## config.mk

```make
export PLATFORM = sky130hd
export DESIGN_NAME = sensor_serial_register_port
export DESIGN_NICKNAME = d
export VERILOG_FILES = /design/src/verilog/serial_port_pkg.sv /design/src/verilog/sensor_serial_register_port.sv /design/src/verilog/pin_sync.sv
export SDC_FILE = /design/constraint.sdc
export NUM_CORES = 1
export LEC_CHECK = 0
export ABC_AREA = 1
export BUFFER_PORTS_ARGS = -buffer_cell sky130_fd_sc_hd__buf_2
export CORE_UTILIZATION = 40
export CTS_CLUSTER_DIAMETER = 50
export DETAILED_ROUTE_END_ITERATION = 12
export PLACE_DENSITY_LB_ADDON = 0.1
export SYNTH_ARGS = -nofsm -noshare
export SYNTH_HDL_FRONTEND = slang
export SYNTH_SLANG_ARGS = --single-unit
```

## constraint.sdc

```tcl
create_clock -name clock -period 4.8 [get_ports clock]
set_input_delay 0.96 -clock clock [delete_from_list [all_inputs] [get_ports clock]]
set_output_delay 0.96 -clock clock [all_outputs]
set_load 0.02 [all_outputs]
```

## src/verilog/serial_port_pkg.sv

```systemverilog
// Shared constants and types for the serial register port
package serial_port_pkg;

	localparam int          BYTE_W       = 8;
	localparam logic [6:0]  SLAVE_ADDR   = 7'h1d;
	localparam logic [3:0]  I2C_BYTE_END = 4'h8;
	localparam logic [2:0]  SPI_LAST_BIT = 3'h7;
	localparam logic [7:0]  ADDR_RESET   = 8'h00;
	localparam logic [7:0]  ADDR_STEP    = 8'h01;
	localparam logic [7:0]  DATA_RESET   = 8'h00;
	localparam int          SYNC_W       = 3;
	localparam int          SYNC_SCL     = 0;
	localparam int          SYNC_SDA     = 1;
	localparam int          SYNC_CS      = 2;

	typedef enum logic [3:0]
	{
		I2C_IDLE,
		I2C_ADDR,
		I2C_ADDR_ACK,
		I2C_REG,
		I2C_REG_ACK,
		I2C_WDATA,
		I2C_WACK,
		I2C_RDATA,
		I2C_RACK
	} i2c_state_t;

endpackage

```

## src/verilog/sensor_serial_register_port.sv

```systemverilog
// Two-wire and SPI slave front ends sharing one register access port
//
// Functional notes
// - Two-wire slave answers only to fixed 7-bit address 1D hex.
// - No high-speed mode, 10-bit addressing, general call or START byte.
// - Single read: address+W, register, repeated start, address+R, one byte.
// - Returned data bytes go out most significant bit first.
// - Read pointer increments after each master-acknowledged byte until NAK.
// - Single write: address+W, register, data, STOP; every byte acknowledged.
// - Write pointer increments after each acknowledged data byte.
// - SPI data changes on falling clock edge, sampled on rising edge.
// - SPI single access is 16 clocks, longer ones add groups of 8.
// - SPI command MSB first: direction, 6-bit address, one don't-care bit.
// - Direction 0 reads, 1 writes; write command is followed by data.
// - After SPI read command the next byte returns register contents.
// - Three-wire mode returns read data on the shared data line.
// - Chip select low selects SPI, high selects two-wire operation.
`timescale 1ns/1ps
module sensor_serial_register_port
(
	// Clock and reset
	input  wire logic       clock,
	input  wire logic       rst_n,
	// Serial pins
	input  wire logic       serialPortClock,
	input  wire logic       serialInLine,
	output logic            serialInLineOut,
	output logic            serialInLineOe_n,
	output logic            serialOutLine,
	input  wire logic       chipSelect_n,
	// Mode bits held by the register file
	input  wire logic       spiThreeWire,
	input  wire logic       twoWireDisable,
	// Register file access
	output logic      [7:0] regAddr,
	output logic      [7:0] regWrData,
	output logic            regWrite,
	input  wire logic [7:0] regRdData
);

	logic [serial_port_pkg::SYNC_W-1:0] syncLevel;
	logic                               sclPrev;
	logic                               sdaPrev;
	logic                               sclRise;
	logic                               sclFall;
	logic                               sdaRise;
	logic                               sdaFall;
	logic                               spiSel;
	logic                               i2cOn;
	logic                               sclNow;
	logic                               sdaNow;

	pin_sync #(.WIDTH(serial_port_pkg::SYNC_W)) u_sync
	(
		.clock   (clock),
		.rst_n   (rst_n),
		.pinIn   ({chipSelect_n, serialInLine, serialPortClock}),
		.syncOut (syncLevel)
	);

	assign sclNow  = syncLevel[serial_port_pkg::SYNC_SCL];
	assign sdaNow  = syncLevel[serial_port_pkg::SYNC_SDA];
	assign spiSel  = !syncLevel[serial_port_pkg::SYNC_CS];
	assign i2cOn   = !spiSel && !twoWireDisable;
	assign sclRise = sclNow && !sclPrev;
	assign sclFall = !sclNow && sclPrev;
	assign sdaRise = sdaNow && !sdaPrev;
	assign sdaFall = !sdaNow && sdaPrev;

	always_ff @(posedge clock or negedge rst_n)
	begin
		if (!rst_n)
		begin
			sclPrev <= 1'b1;
			sdaPrev <= 1'b1;
		end
		else
		begin
			sclPrev <= sclNow;
			sdaPrev <= sdaNow;
		end
	end

	// Two-wire slave
	serial_port_pkg::i2c_state_t i2cState;
	logic [3:0]                  i2cBits;
	logic [7:0]                  i2cShift;
	logic [7:0]                  i2cTx;
	logic                        i2cRead;
	logic                        i2cPull;
	logic [7:0]                  i2cPtr;
	logic [7:0]                  i2cWrData;
	logic                        i2cWrite;

	always_ff @(posedge clock or negedge rst_n)
	begin
		if (!rst_n)
		begin
			i2cState  <= serial_port_pkg::I2C_IDLE;
			i2cBits   <= 4'h0;
			i2cShift  <= serial_port_pkg::DATA_RESET;
			i2cTx     <= serial_port_pkg::DATA_RESET;
			i2cRead   <= 1'b0;
			i2cPull   <= 1'b0;
			i2cPtr    <= serial_port_pkg::ADDR_RESET;
			i2cWrData <= serial_port_pkg::DATA_RESET;
			i2cWrite  <= 1'b0;
		end
		else
		begin
			i2cWrite <= 1'b0;
			if (!i2cOn)
			begin
				i2cState <= serial_port_pkg::I2C_IDLE;
				i2cPull  <= 1'b0;
			end
			// Clock must already be high: our own data change can land with its rise
			else if (sclNow && sclPrev && sdaFall)
			begin
				// Start or repeated start restarts framing from any state
				i2cState <= serial_port_pkg::I2C_ADDR;
				i2cBits  <= 4'h0;
				i2cPull  <= 1'b0;
			end
			else if (sclNow && sclPrev && sdaRise)
			begin
				i2cState <= serial_port_pkg::I2C_IDLE;
				i2cPull  <= 1'b0;
			end
			else if (sclRise)
			begin
				if (i2cState == serial_port_pkg::I2C_RACK)
				begin
					if (!sdaNow)
						i2cPtr <= i2cPtr + serial_port_pkg::ADDR_STEP;
					else
						i2cState <= serial_port_pkg::I2C_IDLE;
				end
				else if (i2cBits != serial_port_pkg::I2C_BYTE_END)
				begin
					i2cShift <= {i2cShift[6:0], sdaNow};
					i2cBits  <= i2cBits + 4'h1;
				end
			end
			else if (sclFall)
			begin
				unique case (i2cState)
					serial_port_pkg::I2C_IDLE:
						i2cPull <= 1'b0;
					serial_port_pkg::I2C_ADDR:
						if (i2cBits == serial_port_pkg::I2C_BYTE_END)
						begin
							// General call and 10-bit headers never match here
							if (i2cShift[7:1] == serial_port_pkg::SLAVE_ADDR)
							begin
								i2cRead  <= i2cShift[0];
								i2cPull  <= 1'b1;
								i2cState <= serial_port_pkg::I2C_ADDR_ACK;
							end
							else
								i2cState <= serial_port_pkg::I2C_IDLE;
						end
					serial_port_pkg::I2C_ADDR_ACK:
					begin
						i2cBits <= 4'h0;
						if (i2cRead)
						begin
							// Pointer was set earlier, so read data is settled
							i2cTx    <= {regRdData[6:0], 1'b0};
							i2cPull  <= !regRdData[7];
							i2cState <= serial_port_pkg::I2C_RDATA;
						end
						else
						begin
							i2cPull  <= 1'b0;
							i2cState <= serial_port_pkg::I2C_REG;
						end
					end
					serial_port_pkg::I2C_REG:
						if (i2cBits == serial_port_pkg::I2C_BYTE_END)
						begin
							i2cPtr   <= i2cShift;
							i2cPull  <= 1'b1;
							i2cState <= serial_port_pkg::I2C_REG_ACK;
						end
					serial_port_pkg::I2C_REG_ACK,
					serial_port_pkg::I2C_WACK:
					begin
						i2cPull  <= 1'b0;
						i2cBits  <= 4'h0;
						i2cState <= serial_port_pkg::I2C_WDATA;
						// Write pointer steps once the data byte has been acknowledged
						if (i2cState == serial_port_pkg::I2C_WACK)
							i2cPtr <= i2cPtr + serial_port_pkg::ADDR_STEP;
					end
					serial_port_pkg::I2C_WDATA:
						if (i2cBits == serial_port_pkg::I2C_BYTE_END)
						begin
							i2cWrData <= i2cShift;
							i2cWrite  <= 1'b1;
							i2cPull   <= 1'b1;
							i2cState  <= serial_port_pkg::I2C_WACK;
						end
					serial_port_pkg::I2C_RDATA:
						if (i2cBits == serial_port_pkg::I2C_BYTE_END)
						begin
							i2cPull  <= 1'b0;
							i2cState <= serial_port_pkg::I2C_RACK;
						end
						else
						begin
							i2cPull <= !i2cTx[7];
							i2cTx   <= {i2cTx[6:0], 1'b0};
						end
					serial_port_pkg::I2C_RACK:
					begin
						i2cBits  <= 4'h0;
						i2cTx    <= {regRdData[6:0], 1'b0};
						i2cPull  <= !regRdData[7];
						i2cState <= serial_port_pkg::I2C_RDATA;
					end
				endcase
			end
		end
	end

	// SPI slave
	logic [2:0] spiBits;
	logic [6:0] spiShift;
	logic       spiCmdDone;
	logic       spiReadPhase;
	logic [7:0] spiTx;
	logic       spiBit;
	logic       spiDrive;
	logic [7:0] spiPtr;
	logic [7:0] spiWrData;
	logic       spiWrite;

	always_ff @(posedge clock or negedge rst_n)
	begin
		if (!rst_n)
		begin
			spiBits      <= 3'h0;
			spiShift     <= 7'h00;
			spiCmdDone   <= 1'b0;
			spiReadPhase <= 1'b0;
			spiTx        <= serial_port_pkg::DATA_RESET;
			spiBit       <= 1'b0;
			spiDrive     <= 1'b0;
			spiPtr       <= serial_port_pkg::ADDR_RESET;
			spiWrData    <= serial_port_pkg::DATA_RESET;
			spiWrite     <= 1'b0;
		end
		else
		begin
			spiWrite <= 1'b0;
			// Step only after the write has gone out on the old address
			if (spiWrite)
				spiPtr <= spiPtr + serial_port_pkg::ADDR_STEP;
			if (!spiSel)
			begin
				spiBits      <= 3'h0;
				spiCmdDone   <= 1'b0;
				spiReadPhase <= 1'b0;
				spiDrive     <= 1'b0;
			end
			else if (sclRise)
			begin
				spiShift <= {spiShift[5:0], sdaNow};
				spiBits  <= spiBits + 3'h1;
				if (spiBits == serial_port_pkg::SPI_LAST_BIT)
				begin
					if (!spiCmdDone)
					begin
						spiCmdDone   <= 1'b1;
						spiPtr       <= {2'b00, spiShift[5:0]};
						spiReadPhase <= !spiShift[6];
					end
					else if (spiReadPhase)
						spiPtr <= spiPtr + serial_port_pkg::ADDR_STEP;
					else
					begin
						spiWrData <= {spiShift, sdaNow};
						spiWrite  <= 1'b1;
					end
				end
			end
			else if (sclFall && spiReadPhase)
			begin
				spiDrive <= 1'b1;
				if (spiBits == 3'h0)
				begin
					spiBit <= regRdData[7];
					spiTx  <= {regRdData[6:0], 1'b0};
				end
				else
				begin
					spiBit <= spiTx[7];
					spiTx  <= {spiTx[6:0], 1'b0};
				end
			end
		end
	end

	// Pin and register port outputs, muxed by interface selection
	always_ff @(posedge clock or negedge rst_n)
	begin
		if (!rst_n)
		begin
			serialInLineOut  <= 1'b0;
			serialInLineOe_n <= 1'b1;
			serialOutLine    <= 1'b0;
			regAddr          <= serial_port_pkg::ADDR_RESET;
			regWrData        <= serial_port_pkg::DATA_RESET;
			regWrite         <= 1'b0;
		end
		else if (spiSel)
		begin
			serialInLineOut  <= spiBit;
			serialInLineOe_n <= !(spiDrive && spiThreeWire);
			serialOutLine    <= spiBit;
			regAddr          <= spiPtr;
			regWrData        <= spiWrData;
			regWrite         <= spiWrite;
		end
		else
		begin
			// Open drain: only ever pull low
			serialInLineOut  <= 1'b0;
			serialInLineOe_n <= !i2cPull;
			serialOutLine    <= 1'b0;
			regAddr          <= i2cPtr;
			regWrData        <= i2cWrData;
			regWrite         <= i2cWrite;
		end
	end

endmodule

```

## src/verilog/pin_sync.sv

```systemverilog
// Two-flop synchroniser for a group of pin inputs
`timescale 1ns/1ps
module pin_sync
#(
	parameter int WIDTH = 1
)
(
	// Clock and reset
	input  wire logic             clock,
	input  wire logic             rst_n,
	// Pins and synchronised levels
	input  wire logic [WIDTH-1:0] pinIn,
	output logic      [WIDTH-1:0] syncOut
);

	genvar i;
	generate
		for (i = 0; i < WIDTH; i++)
		begin : g_bit
			logic firstStage;
			// Idle-high lines, so reset to one avoids false edges at release
			always_ff @(posedge clock or negedge rst_n)
			begin
				if (!rst_n)
				begin
					firstStage <= 1'b1;
					syncOut[i] <= 1'b1;
				end
				else
				begin
					firstStage <= pinIn[i];
					syncOut[i] <= firstStage;
				end
			end
		end
	endgenerate

endmodule

```

# Word level (Yosys, flattened, before mapping)
# Index checks and enable logic that the tools add are counted.
# classes
addsub	4
n_bitwise	6
reduce_logical	48
muxes	79
mul	0
shifts	0
div_mod_pow	0
order_cmp	0
n_eq_ne	36
# ops
operator	n
8-bit 2-to-1 mux	17
4-bit 2-to-1 mux	18
1-bit 2-to-1 mux	36
4-bit one-hot mux with 7 select lines	1
6-bit inequality test (second input constant)	4
8-bit one-hot mux with 3 select lines	1
8-bit AND reduction	3
8-bit by 1-bit adder with 8-bit output (second input constant)	2
4-bit by 3-bit equality test with 1-bit output (second input constant)	4
8-bit one-hot mux with 2 select lines	1
5-bit by 2-bit inequality test with 1-bit output (second input constant)	3
6-bit AND reduction	2
3-bit nonzero test	4
1-bit logical AND	10
1-bit zero test	10
10-bit by 1-bit inequality test with 1-bit output (second input constant)	1
5-bit inequality test (second input constant)	2
5-bit AND reduction	2
3-bit 2-to-1 mux	3
3-bit inequality test (second input constant)	3
9-bit AND reduction	1
4-bit by 2-bit equality test with 1-bit output (second input constant)	2
4-bit equality test (second input constant)	2
2-bit inequality test (second input constant)	4
22 further kinds	37
# word_totals
romBits	0
mem_bits_rw	0
ff_bits	109
input_bits	15
n_memories	0
latchBits	0
output_inout_bits	20
word_cells	205

# Logic depth before layout (Yosys ltp)
# Gate-level depths: netlist of run 1.
# logic_depth
word_depth	9
ltp_mapped	12
mapped_depth_nobuf	11

# Modules after synthesis
# Synthesis of run 1 repeated with hierarchy kept, for this count alone.
# unflattened
cells_unflattened	680
hier_area_um2	5336.4
# modules_own_cells
mod	seq_area_each_um2	area_per_inst_um2	cells_each	instances
sensor_serial_register_port	2531.2	5178.7	674	1
pin_sync	157.7	157.7	6	1

# Least setup slack after synthesis of run 1
# OpenSTA, ideal clock, no wires.
# synth_path
path_type	input to register
startpoint	input twoWireDisable
endpoint	register i2cTx[1]
t_arrival_ns	1.786
cell_stages	8
n_path_buf	0
t_required_ns	4.683
setup_slack_ns	2.897
setup_ns	0.117
cell_sequence	nor2_8 nand2_2 nor2_4 nand2_2 nor2_8 nand2_2 nand2_1 nand2_1
# synth_via
elab_chain_len	3
# synth_lines
item	line	text
from (decl)	sensor_serial_register_port.sv:33	input wire logic twoWireDisable,
1-bit zero test	sensor_serial_register_port.sv:64	assign i2cOn = !spiSel && !twoWireDisable;
1-bit logical AND	sensor_serial_register_port.sv:64	
8-bit AND reduction (no source line)	--	
to (signal assigned)	sensor_serial_register_port.sv:102	i2cTx <= serial_port_pkg::DATA_RESET;
to (signal assigned)	sensor_serial_register_port.sv:169	i2cTx <= {regRdData[6:0], 1'b0};
to (signal assigned)	sensor_serial_register_port.sv:213	i2cTx <= {i2cTx[6:0], 1'b0};
to (decl)	sensor_serial_register_port.sv:88	logic [7:0] i2cTx;
# Every way passes these cells.
# A chain may end at the register's enable or synchronous reset.

# Worst setup path after layout of run 1
# layout_path
startpoint	register u_sync.syncOut[0]
endpoint	register spiPtr[7]
# layout_via
elab_chain_len	3
# layout_lines
item	line	text
from (decl)	pin_sync.sv:13	output logic [WIDTH-1:0] syncOut
from (signal, indexed assignment)	pin_sync.sv:32	syncOut[i] <= firstStage;
1-bit logical AND	sensor_serial_register_port.sv:65	assign sclRise = sclNow && !sclPrev;
8-bit 2-to-1 mux	sensor_serial_register_port.sv:267	else if (sclRise)
8-bit 2-to-1 mux	sensor_serial_register_port.sv:260	if (!spiSel)
to (signal assigned)	sensor_serial_register_port.sv:259	spiPtr <= spiPtr + serial_port_pkg::ADDR_STEP;
to (signal assigned)	sensor_serial_register_port.sv:276	spiPtr <= {2'b00, spiShift[5:0]};
to (signal assigned)	sensor_serial_register_port.sv:280	spiPtr <= spiPtr + serial_port_pkg::ADDR_STEP;
to (decl)	sensor_serial_register_port.sv:235	logic [7:0] spiPtr;
# Every way passes these cells.

==> results_tabular.tex, run 1 <==
\begin{tabular}{lr}
\hline
Metric & Value \\
\hline
\multicolumn{2}{l}{\textbf{Global routing}} \\
\quad Pin count of the biggest net entering global routing & 82 \\
\quad Number of antenna violations at the first check in global routing & 0 \\
\quad Global-route wire length before repair & around 21000 um \\
\quad Total gr overflow & 0 \\
\quad Via count of the first global-routing pass & around 4100 \\
\quad Overall fraction of global-route tracks in use & between 10\% and 20\% \\
\multicolumn{2}{l}{\textbf{Setup path}} \\
\quad Critical Path Most Common Cell & nand2\_1 \\
\quad Slowest-stage cell, CP & ha\_1 \\
\quad Top delay family on crit path & simple AND/OR/NAND/NOR gates \\
\quad Data required time at the worst endpoint & just over 5 ns \\
\quad Worst path buffer plus inverter count & 1 \\
\quad Crit Path Category & register to register \\
\quad Launching element type of the critical path & register \\
\quad Worst Setup End Kind & register \\
\quad Slowest stage delay, CP & 0.58 ns \\
\quad CP Data Arrival Time & about 2.6 ns \\
\quad Cell-by-cell trace of the critical path & ha\_1, nand3\_1, inv\_1, nand2\_1, nand2\_1, nand2\_1, nor2\_1, nand2\_1, nand2\_1, nor2\_1 \\
\quad Top fanout value on the critical path & 16 \\
\multicolumn{2}{l}{\textbf{Die}} \\
\quad Floorplan die area & 13800 um2 \\
\quad Width of the chip & 118 um \\
\quad Rows & $\sim$40 \\
\quad Top-Level Pins & 35 \\
\quad Die Y-Extent & 118 um \\
\quad Placeable core area & 12800 um2 \\
\quad Starting utilization of the core area & 41.6\% \\
\multicolumn{2}{l}{\textbf{Place}} \\
\quad Final weighted congestion in routability-driven placement & between 0.8 and 0.9 \\
\quad Sum of net half-perimeters after detailed placement & between 8000 and 9000 um \\
\quad Count of buffers from port buffering & 34 \\
\quad Number of instances in the placed design & 838 \\
\multicolumn{2}{l}{\textbf{Synth}} \\
\quad Share of the synthesized area in the top cell type & 46.0\% \\
\quad Number of enable-type register cells in the synthesized netlist & 0 \\
\quad Synthesized net count & 674 \\
\quad Synthesis-stage register bit count & about 110 \\
\quad Dominant cells by area after synthesis & dfrtp\_1 (46\%), nand2\_1 (15\%), o21ai\_0 (6.0\%) \\
\quad Distinct cells, synth & 43 \\
\quad Number of synthesis warnings & 0 \\
\quad Share of synthesized area occupied by flip-flops and latches & 50.4\% \\
\quad Synthesized area per cell & approximately 8.2 um2 \\
\quad Most numerous cell types in the synthesized netlist & nand2\_1 (211), dfrtp\_1 (98), o21ai\_0 (64) \\
\quad Async SR Flop Fraction & 100\% \\
\quad Most frequent cell after synthesis & nand2\_1 \\
\quad Primary flip-flop cell chosen by synthesis mapping & dfrtp\_1 \\
\quad Summed instance area of the synthesized netlist & about 5300 um2 \\
\quad Synthesized instance count & 647 \\
\quad Cell type with the highest aggregate area in the netlist & dfrtp\_1 \\
\multicolumn{2}{l}{\textbf{Timing}} \\
\quad Slew at the pin closest to its max-slew limit & between 1 and 1.5 ns \\
\quad Setup-violating endpoint count in the final report & 0 \\
\quad Post-route minimum period & between 2 and 2.5 ns \\
\quad Final-report max-slew violation count & 0 \\
\quad Final-report hold violation count & 0 \\
\quad Ratio of final minimum period to clock period & about half \\
\quad Setup repair after global routing missed its margin & no \\
\quad Total Negative Setup Slacks & 0 ns \\
\quad Relative max-transition margin & 31.6\% \\
\quad Worst clock skew on the final layout & around 0.011 ns \\
\quad Maximum frequency from static timing analysis & roughly 430 MHz \\
\multicolumn{2}{l}{\textbf{Pwr}} \\
\quad Leakage & approximately 0.003 uW \\
\quad Worst vdd ir & around 0.23 mV \\
\quad Pwr/cell area & roughly 330 nW/um2 \\
\multicolumn{2}{l}{\textbf{Cells and area}} \\
\quad Fraction of final layout cells with drive strength greater than 1 & 14.7\% \\
\quad Number of fill cells in the layout & roughly 1300 \\
\quad Cell Count, Final, Fillers Out & between 800 and 900 \\
\quad Total inserted antenna cells & 0 \\
\quad Area grow syn2layout & 11.7\% \\
\quad Post-layout nets & a little over 700 \\
\multicolumn{2}{l}{\textbf{CTS}} \\
\quad Post-cts repair resize count & 0 \\
\quad Number of clock sinks & approximately 110 \\
\quad Post-CTS setup-driven buffer insertion count & 0 \\
\quad Clock latency on the worst-skew pair & around 0.36 ns \\
\quad Number of levels the H-tree was split into & 3 \\
\quad Register clock-pin slew on the reported worst setup and hold paths & 0.07 ns \\
\quad Hold-fix buffers, CTS & 0 \\
\quad CTS Root Buffer Type & clkbuf\_16 \\
\quad TritonCTS clock tree & done \\
\quad Number of buffers added by the clock tree synthesis step & 9 \\
\quad Maximum buffer depth of the clock tree & 2 \\
\multicolumn{2}{l}{\textbf{Routing}} \\
\quad Routed via count divided by cell count & 4.99 \\
\quad Detail Route Antenna Nets & 0 \\
\quad Routed wire length & 12100 um \\
\quad WL/cell & around 14 um \\
\quad \# DRC & 0 \\
\quad Number of DRC markers in iteration 0 & around 250 \\
\quad Overall via count from detail\_route & 4259 \\
\quad Number of detailed-route iterations in the first pass & 5 \\
\multicolumn{2}{l}{\textbf{Outcome}} \\
\quad Status & finished, final reports clean \\
\multicolumn{2}{l}{\textbf{Flow run}} \\
\quad Number of maximum-capacitance constraint violations & 0 \\
\multicolumn{2}{l}{\textbf{Min path}} \\
\quad Class of the tightest hold or removal check & register to register \\
\hline
\end{tabular}
## area by class of cell
cell class,count,area [um2],area share [%]
sequential,107,2690,45.1
multi-input combinational,458,2300,38.7
inverter,66,254,4.26
clock buffer,11,233,3.91
tap,172,215,3.61
timing repair buffer,35,180,3.02
clock inverter,5,82.6,1.39
## cell usage in the layout, fill, tap and decap left out, drive strengths merged, types with 9 or more instances in the layout
cell	Yosys	routed
a21oi	11	11
buf	7	35
clkbuf	9	11
dfrtp	98	98
dfstp	9	9
ha	12	12
inv	65	67
nand2	220	220
nand3	49	49
nand4	12	12
nor2	51	51
o21ai	77	77
## kinds of logic (layout without fill, tap and decap cells)
kind of cell | after synthesis | in the layout | share of synthesized area [%]
AOI/OAI and AO/OA | 97 | 97 | 10.4
xor gates and xnor gates | 7 | 7 | 1.15
adders and majority gates | 12 | 12 | 2.81
buffers and inverters | 82 | 117 | 6.42
DFF | 107 | 107 | 50.4
muxes | 1 | 1 | 0.188
and+or+nand+nor | 341 | 341 | 28.6
## state kept, by name, summed over array words and instances, names as in the netlist, 3 cells and up
signal and flops:
regWrData 8, i2cPtr 8, i2cBits 4, spiWrData 8, spiTx 7, spiPtr 8, i2cTx 7, i2cShift 8
spiShift 7, i2cState 4, spiBits 3, u_sync.syncOut 3, u_sync.g_bit.firstStage 3, regAddr 8, i2cWrData 8
## stage by stage
stage / utilization (%) / hold WS, ns / area (um2) / setup WS, ns / total power, uW
final: 46.5 / 0.359 / 5960 / 2.47 / 1970
after global routing: 46.5 / 0.366 / 5960 / 2.21 / 2070
after CTS: 46.5 / 0.359 / 5960 / 2.47 / 2000
after detailed placement: 44.0 / 0.349 / 5640 / 2.49 / 1190
after global placement: 44.0 / 0.346 / 5640 / 2.56 / 1190
after floorplan: - / 0.345 / 5340 / 2.90 / 1120
## where the power goes
| part | internal [uW] | switching, uW |
|---|---|---|
| Combinational | 54.7 | 126 |
| Sequential | 949 | 44.2 |
| Clock | 461 | 340 |
## metal layers
metal  share of wire (%)  global-route usage [%]  wire length [um]  up-vias
li1                    -                       -                 -     2131
met3                 3.3                    4.55               403       12
met5                   0                       0                 0        -
met4                 1.4                    5.61               172        0
met1                  48                    25.6              5800     2043
met2                  47                    30.5              5700       73
## path summary, 6_finish.rpt
| path | to | cells past startpoint | slack (ns) | start |
|---|---|---|---|---|
| setup / recovery | spiPtr[7] | 10 | 2.47 | u_sync.syncOut[0] |
| hold / removal | u_sync.syncOut[1] | 0 | 0.36 | u_sync.g_bit[1].firstStage |
| setup reg to reg | spiPtr[7] | 10 | 2.47 | u_sync.syncOut[0] |
| hold reg to reg | u_sync.syncOut[1] | 0 | 0.36 | u_sync.g_bit[1].firstStage |
| max in group asynchronous | u_sync.g_bit[2].firstStage | 2 | 3.09 | rst_n |
| min in group asynchronous | regAddr[0] | 1 | 0.76 | rst_n |
Power figures use the tool's default switching activity.
==> run 2, diff against run 1 <==
- ABC_AREA: 1 -> 0
- clock period: 4.8 -> 2.2 ns (I/O delays scaled with it)
==> results_tabular.tex, run 2 <==
\begin{tabular}{lr}
\hline
Metric & Value \\
\hline
\multicolumn{2}{l}{\textbf{Pwr}} \\
\quad Worst vdd ir & just over 0.4 mV \\
\quad Pwr/cell area & 771 nW/um2 \\
\quad Leakage & 0.00288 uW \\
\multicolumn{2}{l}{\textbf{Place}} \\
\quad Final weighted congestion in routability-driven placement & a little over 0.8 \\
\quad Sum of net half-perimeters after detailed placement & 8470 um \\
\quad Count of buffers from port buffering & 34 \\
\multicolumn{2}{l}{\textbf{Global routing}} \\
\quad Global-route wire length before repair & approximately 20000 um \\
\quad Overall fraction of global-route tracks in use & between 10\% and 20\% \\
\quad Pin count of the biggest net entering global routing & 46 \\
\quad Via count of the first global-routing pass & 3704 \\
\quad Number of antenna violations at the first check in global routing & 0 \\
\quad Total gr overflow & 0 \\
\multicolumn{2}{l}{\textbf{CTS}} \\
\quad Post-CTS setup-driven buffer insertion count & 0 \\
\quad Hold-fix buffers, CTS & 0 \\
\quad Clock latency on the worst-skew pair & around 0.37 ns \\
\quad Number of levels the H-tree was split into & 3 \\
\quad CTS Root Buffer Type & clkbuf\_16 \\
\quad Register clock-pin slew on the reported worst setup and hold paths & about 0.08 ns \\
\quad Number of clock sinks & $\sim$110 \\
\quad Number of buffers added by the clock tree synthesis step & 9 \\
\quad TritonCTS clock tree & done \\
\quad Maximum buffer depth of the clock tree & 2 \\
\multicolumn{2}{l}{\textbf{Timing}} \\
\quad Setup repair after global routing missed its margin & no \\
\quad Post-route minimum period & approximately 2.1 ns \\
\quad Setup-violating endpoint count in the final report & 0 \\
\quad Worst clock skew on the final layout & between 0.01 and 0.015 ns \\
\quad Hold\_ws & between 0.02 and 0.03 ns \\
\quad Final-report max-slew violation count & 0 \\
\quad Ratio of final minimum period to clock period & between 90 and 100\% \\
\quad Relative max-transition margin & between 60\% and 70\% \\
\quad Final-report hold violation count & 0 \\
\quad Total Negative Setup Slacks & 0 ns \\
\quad Maximum frequency from static timing analysis & 471 MHz \\
\quad Slew at the pin closest to its max-slew limit & just over 0.5 ns \\
\multicolumn{2}{l}{\textbf{Die}} \\
\quad Width of the chip & about 120 um \\
\quad Top-Level Pins & 35 \\
\quad Floorplan die area & roughly 14000 um2 \\
\quad Starting utilization of the core area & 41.5\% \\
\quad Rows & a little over 40 \\
\quad Die Y-Extent & $\sim$120 um \\
\quad Placeable core area & between 10000 and 15000 um2 \\
\multicolumn{2}{l}{\textbf{Routing}} \\
\quad WL/cell & about 17 um \\
\quad Number of DRC markers in iteration 0 & 204 \\
\quad Routed wire length & 11900 um \\
\quad Routed via count divided by cell count & approximately 5.4 \\
\quad Number of detailed-route iterations in the first pass & 5 \\
\quad \# DRC & 0 \\
\quad Detail Route Antenna Nets & 0 \\
\quad Overall via count from detail\_route & roughly 3700 \\
\multicolumn{2}{l}{\textbf{Synth}} \\
\quad Async SR Flop Fraction & 100\% \\
\quad Dominant cells by area after synthesis & dfrtp\_1 (46\%), mux2\_2 (13\%), dfstp\_2 (4.5\%) \\
\quad Cell type with the highest aggregate area in the netlist & dfrtp\_1 \\
\quad Distinct cells, synth & 65 \\
\quad Synthesized net count & approximately 490 \\
\quad Most numerous cell types in the synthesized netlist & dfrtp\_1 (98), mux2\_2 (61), a21oi\_1 (25) \\
\quad Number of synthesis warnings & 0 \\
\quad Synthesized instance count & $\sim$460 \\
\quad Share of synthesized area occupied by flip-flops and latches & approximately half \\
\quad Most frequent cell after synthesis & dfrtp\_1 \\
\quad Primary flip-flop cell chosen by synthesis mapping & dfrtp\_1 \\
\quad Share of the synthesized area in the top cell type & 46.5\% \\
\quad Synthesis-stage register bit count & about 110 \\
\quad Number of enable-type register cells in the synthesized netlist & 0 \\
\quad Synthesized area per cell & about 12 um2 \\
\quad Summed instance area of the synthesized netlist & $\sim$5300 um2 \\
\multicolumn{2}{l}{\textbf{Cells and area}} \\
\quad Fraction of final layout cells with drive strength greater than 1 & roughly a third \\
\quad Most frequent standard cell in the layout excluding fill and tap cells & dfrtp\_1 \\
\quad Area grow syn2layout & 17.0\% \\
\quad Post-layout nets & about 540 \\
\quad Total inserted antenna cells & 0 \\
\quad Commonest cells after routing, fill and taps aside & dfrtp\_1 (98), mux2\_2 (61), buf\_2 (33), buf\_4 (31), a21oi\_1 (25) \\
\multicolumn{2}{l}{\textbf{Setup path}} \\
\quad CP Data Arrival Time & 2.37 ns \\
\quad Top fanout value on the critical path & 5 \\
\quad Data required time at the worst endpoint & around 2.4 ns \\
\quad Launching element type of the critical path & register \\
\quad Worst Setup End Kind & register \\
\quad Crit Path Category & register to register \\
\multicolumn{2}{l}{\textbf{Flow run}} \\
\quad Number of maximum-capacitance constraint violations & 0 \\
\multicolumn{2}{l}{\textbf{Outcome}} \\
\quad Status & finished, final reports clean \\
\multicolumn{2}{l}{\textbf{Min path}} \\
\quad Class of the tightest hold or removal check & input port to asynchronous set/reset pin \\
\hline
\end{tabular}
[run 2: cell types whose count changed in the layout (fill, tap and decap cells not counted), moves of 11 or more]
cell / before / now
nand2_1: 211 / 17
mux2_2: 0 / 61
o21ai_0: 64 / 14
inv_1: 59 / 19
nand3_1: 46 / 14
buf_4: 2 / 31
nor2_1: 42 / 24
a21oi_1: 11 / 25
mux2i_1: 1 / 12
o21ai_2: 11 / 0
[run 2: layout make-up]
type / instances / area [um2]
clock inverters: 7 / 83.8
fillers: 1209 / 6550
well taps: 172 / 215
multi-input cells: 307 / 2410
flip-flops and latches: 107 / 2690
clock buffers: 9 / 225
repair buffers: 68 / 478
inverters: 19 / 71.3
[run 2: worst paths after layout]
kind | from | endpoint | slack, ns | depth (start not counted)
max | u_sync.syncOut[0] | i2cState[2] | 0.08 | 5
min | rst_n | i2cPtr[4] | 0.03 | 1
max reg2reg | u_sync.syncOut[0] | i2cState[2] | 0.08 | 5
min reg2reg | u_sync.g_bit[2].firstStage | u_sync.syncOut[2] | 0.36 | 0
max in group asynchronous | rst_n | serialInLineOe_n | 1.53 | 2
min in group clock | serialInLine | u_sync.g_bit[1].firstStage | 0.18 | 1
[run 2: stage by stage]
stage / worst slack [ns] / utilization [%] / power (uW) / area (um2) / instances
2_1_floorplan: 0.0241 / - / 2810 / 5280 / 458
3_3_place_gp: 0.0629 / 45.9 / 3090 / 5840 / 673
3_5_place_dp: -0.0145 / 45.9 / 3110 / 5840 / 673
4_1_cts: 0.0244 / 48.4 / 4820 / 6160 / 689
5_1_grt: 0.0151 / 48.5 / 4980 / 6170 / 689
6_report: 0.0759 / 48.5 / 4760 / 6170 / 689
[run 2: per-layer routing]
| metal | part of all wire (%) | global-route usage (%) |
|---|---|---|
| met1 | 49 | 28.2 |
| met2 | 45 | 28.4 |
| met3 | 4.1 | 3.19 |
| met4 | 2.0 | 8.69 |
| met5 | 0 | 0 |
[run 2: kinds of logic after synthesis]
group / after synthesis / synth area share [%]
XOR/XNOR: 4 / 0.664
buffers and inverters: 44 / 3.75
AO/OA/AOI/OAI: 99 / 13.2
adder cells (fa/ha/maj): 12 / 2.85
AND/OR/NAND/NOR: 119 / 13.3
multiplexers: 73 / 15.3
flip-flops: 107 / 51.0
[run 2: power breakdown]
part           total (uW)  switching [uW]  internal, uW
clock                1680             782           903
sequential           2400             235          2170
combinational         672             351           320
[run 2: critical path, cell delays in order, from the launching register on]
cell	delay [ns]
dfstp_2	0.58
inv_1	0.08
ha_1	0.32
or3_4	0.42
o31ai_4	0.24
mux2_2	0.36
[run 2: what timing repair did]
| item | CTS | global route |
|---|---|---|
| hold endpoints to repair | 0 | 0 |
| endpoints found under the setup margin | 2 | 17 |
| gates resized for setup | 1 | 4 |
| pin swaps | 0 | 1 |
==> run 3, diff against run 2 <==
- RECOVER_POWER: not set -> 50
- clock period: 2.2 -> 2.34 ns (I/O delays scaled with it)
==> results_tabular.tex, run 3 (synthesis results as in run 2) <==
\begin{tabular}{lr}
\hline
Metric & Value \\
\hline
\multicolumn{2}{l}{\textbf{Global routing}} \\
\quad Via count of the first global-routing pass & between 3000 and 4000 \\
\quad Number of antenna violations at the first check in global routing & 0 \\
\quad Total gr overflow & 0 \\
\quad Global-route wire length before repair & 19400 um \\
\quad Overall fraction of global-route tracks in use & a little under a fifth \\
\quad Pin count of the biggest net entering global routing & 34 \\
\multicolumn{2}{l}{\textbf{Cells and area}} \\
\quad Area grow syn2layout & 14.0\% \\
\quad Most frequent standard cell in the layout excluding fill and tap cells & dfrtp\_1 \\
\quad Fraction of final layout cells with drive strength greater than 1 & between 30\% and 40\% \\
\quad Post-layout nets & 533 \\
\quad Commonest cells after routing, fill and taps aside & dfrtp\_1 (98), mux2\_2 (61), buf\_2 (33), a21oi\_1 (25), nor2\_1 (24) \\
\quad Total inserted antenna cells & 0 \\
\quad Number of fill cells in the layout & between 1000 and 1500 \\
\multicolumn{2}{l}{\textbf{Timing}} \\
\quad Maximum frequency from static timing analysis & roughly 450 MHz \\
\quad Post-route minimum period & around 2.2 ns \\
\quad Slew at the pin closest to its max-slew limit & a little over 1 ns \\
\quad Final-report hold violation count & 0 \\
\quad Relative max-transition margin & 32.1\% \\
\quad Setup repair after global routing missed its margin & no \\
\quad Setup-violating endpoint count in the final report & 0 \\
\quad Final worst setup slack & roughly 0.13 ns \\
\quad Ratio of final minimum period to clock period & a little over nine tenths \\
\quad Total Negative Setup Slacks & 0 ns \\
\quad Final-report max-slew violation count & 0 \\
\quad Worst clock skew on the final layout & $\sim$0.014 ns \\
\multicolumn{2}{l}{\textbf{Routing}} \\
\quad Routed via count divided by cell count & 5.41 \\
\quad Number of detailed-route iterations in the first pass & 4 \\
\quad \# DRC & 0 \\
\quad WL/cell & about 17 um \\
\quad Detail Route Antenna Nets & 0 \\
\quad Overall via count from detail\_route & 3695 \\
\quad Number of DRC markers in iteration 0 & around 210 \\
\quad Routed wire length & around 12000 um \\
\multicolumn{2}{l}{\textbf{Setup path}} \\
\quad Count of cells along the worst register-to-register path & 5 \\
\quad Launching element type of the critical path & register \\
\quad Crit Path Category & register to register \\
\quad CP Data Arrival Time & 2.44 ns \\
\quad Data required time at the worst endpoint & around 2.6 ns \\
\quad Top fanout value on the critical path & 5 \\
\quad Worst Setup End Kind & register \\
\multicolumn{2}{l}{\textbf{CTS}} \\
\quad Number of buffers added by the clock tree synthesis step & 9 \\
\quad Post-cts repair resize count & 0 \\
\quad Number of levels the H-tree was split into & 3 \\
\quad Hold-fix buffers, CTS & 0 \\
\quad Clock latency on the worst-skew pair & roughly 0.36 ns \\
\quad CTS Root Buffer Type & clkbuf\_16 \\
\quad Number of clock sinks & around 110 \\
\quad TritonCTS clock tree & done \\
\quad Post-CTS setup-driven buffer insertion count & 0 \\
\quad Register clock-pin slew on the reported worst setup and hold paths & $\sim$0.070 ns \\
\quad Maximum buffer depth of the clock tree & 2 \\
\multicolumn{2}{l}{\textbf{Die}} \\
\quad Floorplan die area & roughly 14000 um2 \\
\quad Die Y-Extent & 117 um \\
\quad Width of the chip & 117 um \\
\quad Rows & 41 \\
\quad Top-Level Pins & 35 \\
\quad Placeable core area & roughly 13000 um2 \\
\quad Starting utilization of the core area & approximately two fifths \\
\multicolumn{2}{l}{\textbf{Place}} \\
\quad Final weighted congestion in routability-driven placement & 0.805 \\
\quad Post-placement worst setup slack & around 0.12 ns \\
\quad Count of buffers from port buffering & 34 \\
\quad Sum of net half-perimeters after detailed placement & between 8000 and 9000 um \\
\multicolumn{2}{l}{\textbf{Min path}} \\
\quad Class of the tightest hold or removal check & input port to register \\
\quad Hold Crit Depth & 1 \\
\multicolumn{2}{l}{\textbf{Pwr}} \\
\quad Leakage & between 0.002 and 0.003 uW \\
\quad Worst vdd ir & between 0.3 and 0.4 mV \\
\quad Pwr/cell area & roughly 720 nW/um2 \\
\multicolumn{2}{l}{\textbf{Flow run}} \\
\quad Number of maximum-capacitance constraint violations & 0 \\
\multicolumn{2}{l}{\textbf{Outcome}} \\
\quad Status & finished, final reports clean \\
\hline
\end{tabular}
==> run 3: path summary, 6_finish.rpt <==
path	slack, ns	start	endpoint
min	0.21	serialPortClock	u_sync.g_bit[0].firstStage
max in group asynchronous	0.68	rst_n	spiPtr[0]
min in group asynchronous	0.23	rst_n	i2cBits[1]
max reg2reg	0.13	u_sync.syncOut[0]	i2cState[3]
max	0.13	u_sync.syncOut[0]	i2cState[3]
min reg2reg	0.36	u_sync.g_bit[2].firstStage	u_sync.syncOut[2]
==> run 3: area by class of cell <==
class,instances,area [um2],share of cell area [%]
timing repair buffer,62,363,6.03
multi-input combinational,307,2390,39.7
sequential,107,2690,44.7
clock inverter,5,45.0,0.749
inverter,19,71.3,1.19
clock buffer,11,243,4.03
tap,172,215,3.58
==> run 3: per-stage QoR <==
step	area (um2)	std cells	hold slack (ns)	util [%]	power [uW]
3_5_place_dp	5760	667	0.347	45.3	2910
6_report	6020	683	0.213	47.3	4340
5_1_grt	6020	683	0.203	47.3	4570
4_1_cts	6050	683	0.0769	47.5	4400
2_1_floorplan	5280	458	0.172	-	2640
3_3_place_gp	5760	667	0.347	45.3	2900
==> run 3: critical path: stages, from the launching register on <==
cell	delay [ns]
dfstp_2	0.57
inv_1	0.07
ha_1	0.31
or3_4	0.40
o31ai_2	0.35
mux2_2	0.38
==> run 3: per-layer routing <==
metal / part of all wire (%) / routed length [um] / global-route usage (%)
met5: 0 / 0 / 0
met1: 50 / 5830 / 27.8
met2: 44 / 5120 / 28.2
met3: 4.0 / 462 / 3.45
met4: 1.6 / 187 / 7.43
==> run 3: power breakdown <==
group	switching, uW	internal [uW]
clock network	712	767
logic	319	288
registers	217	2040
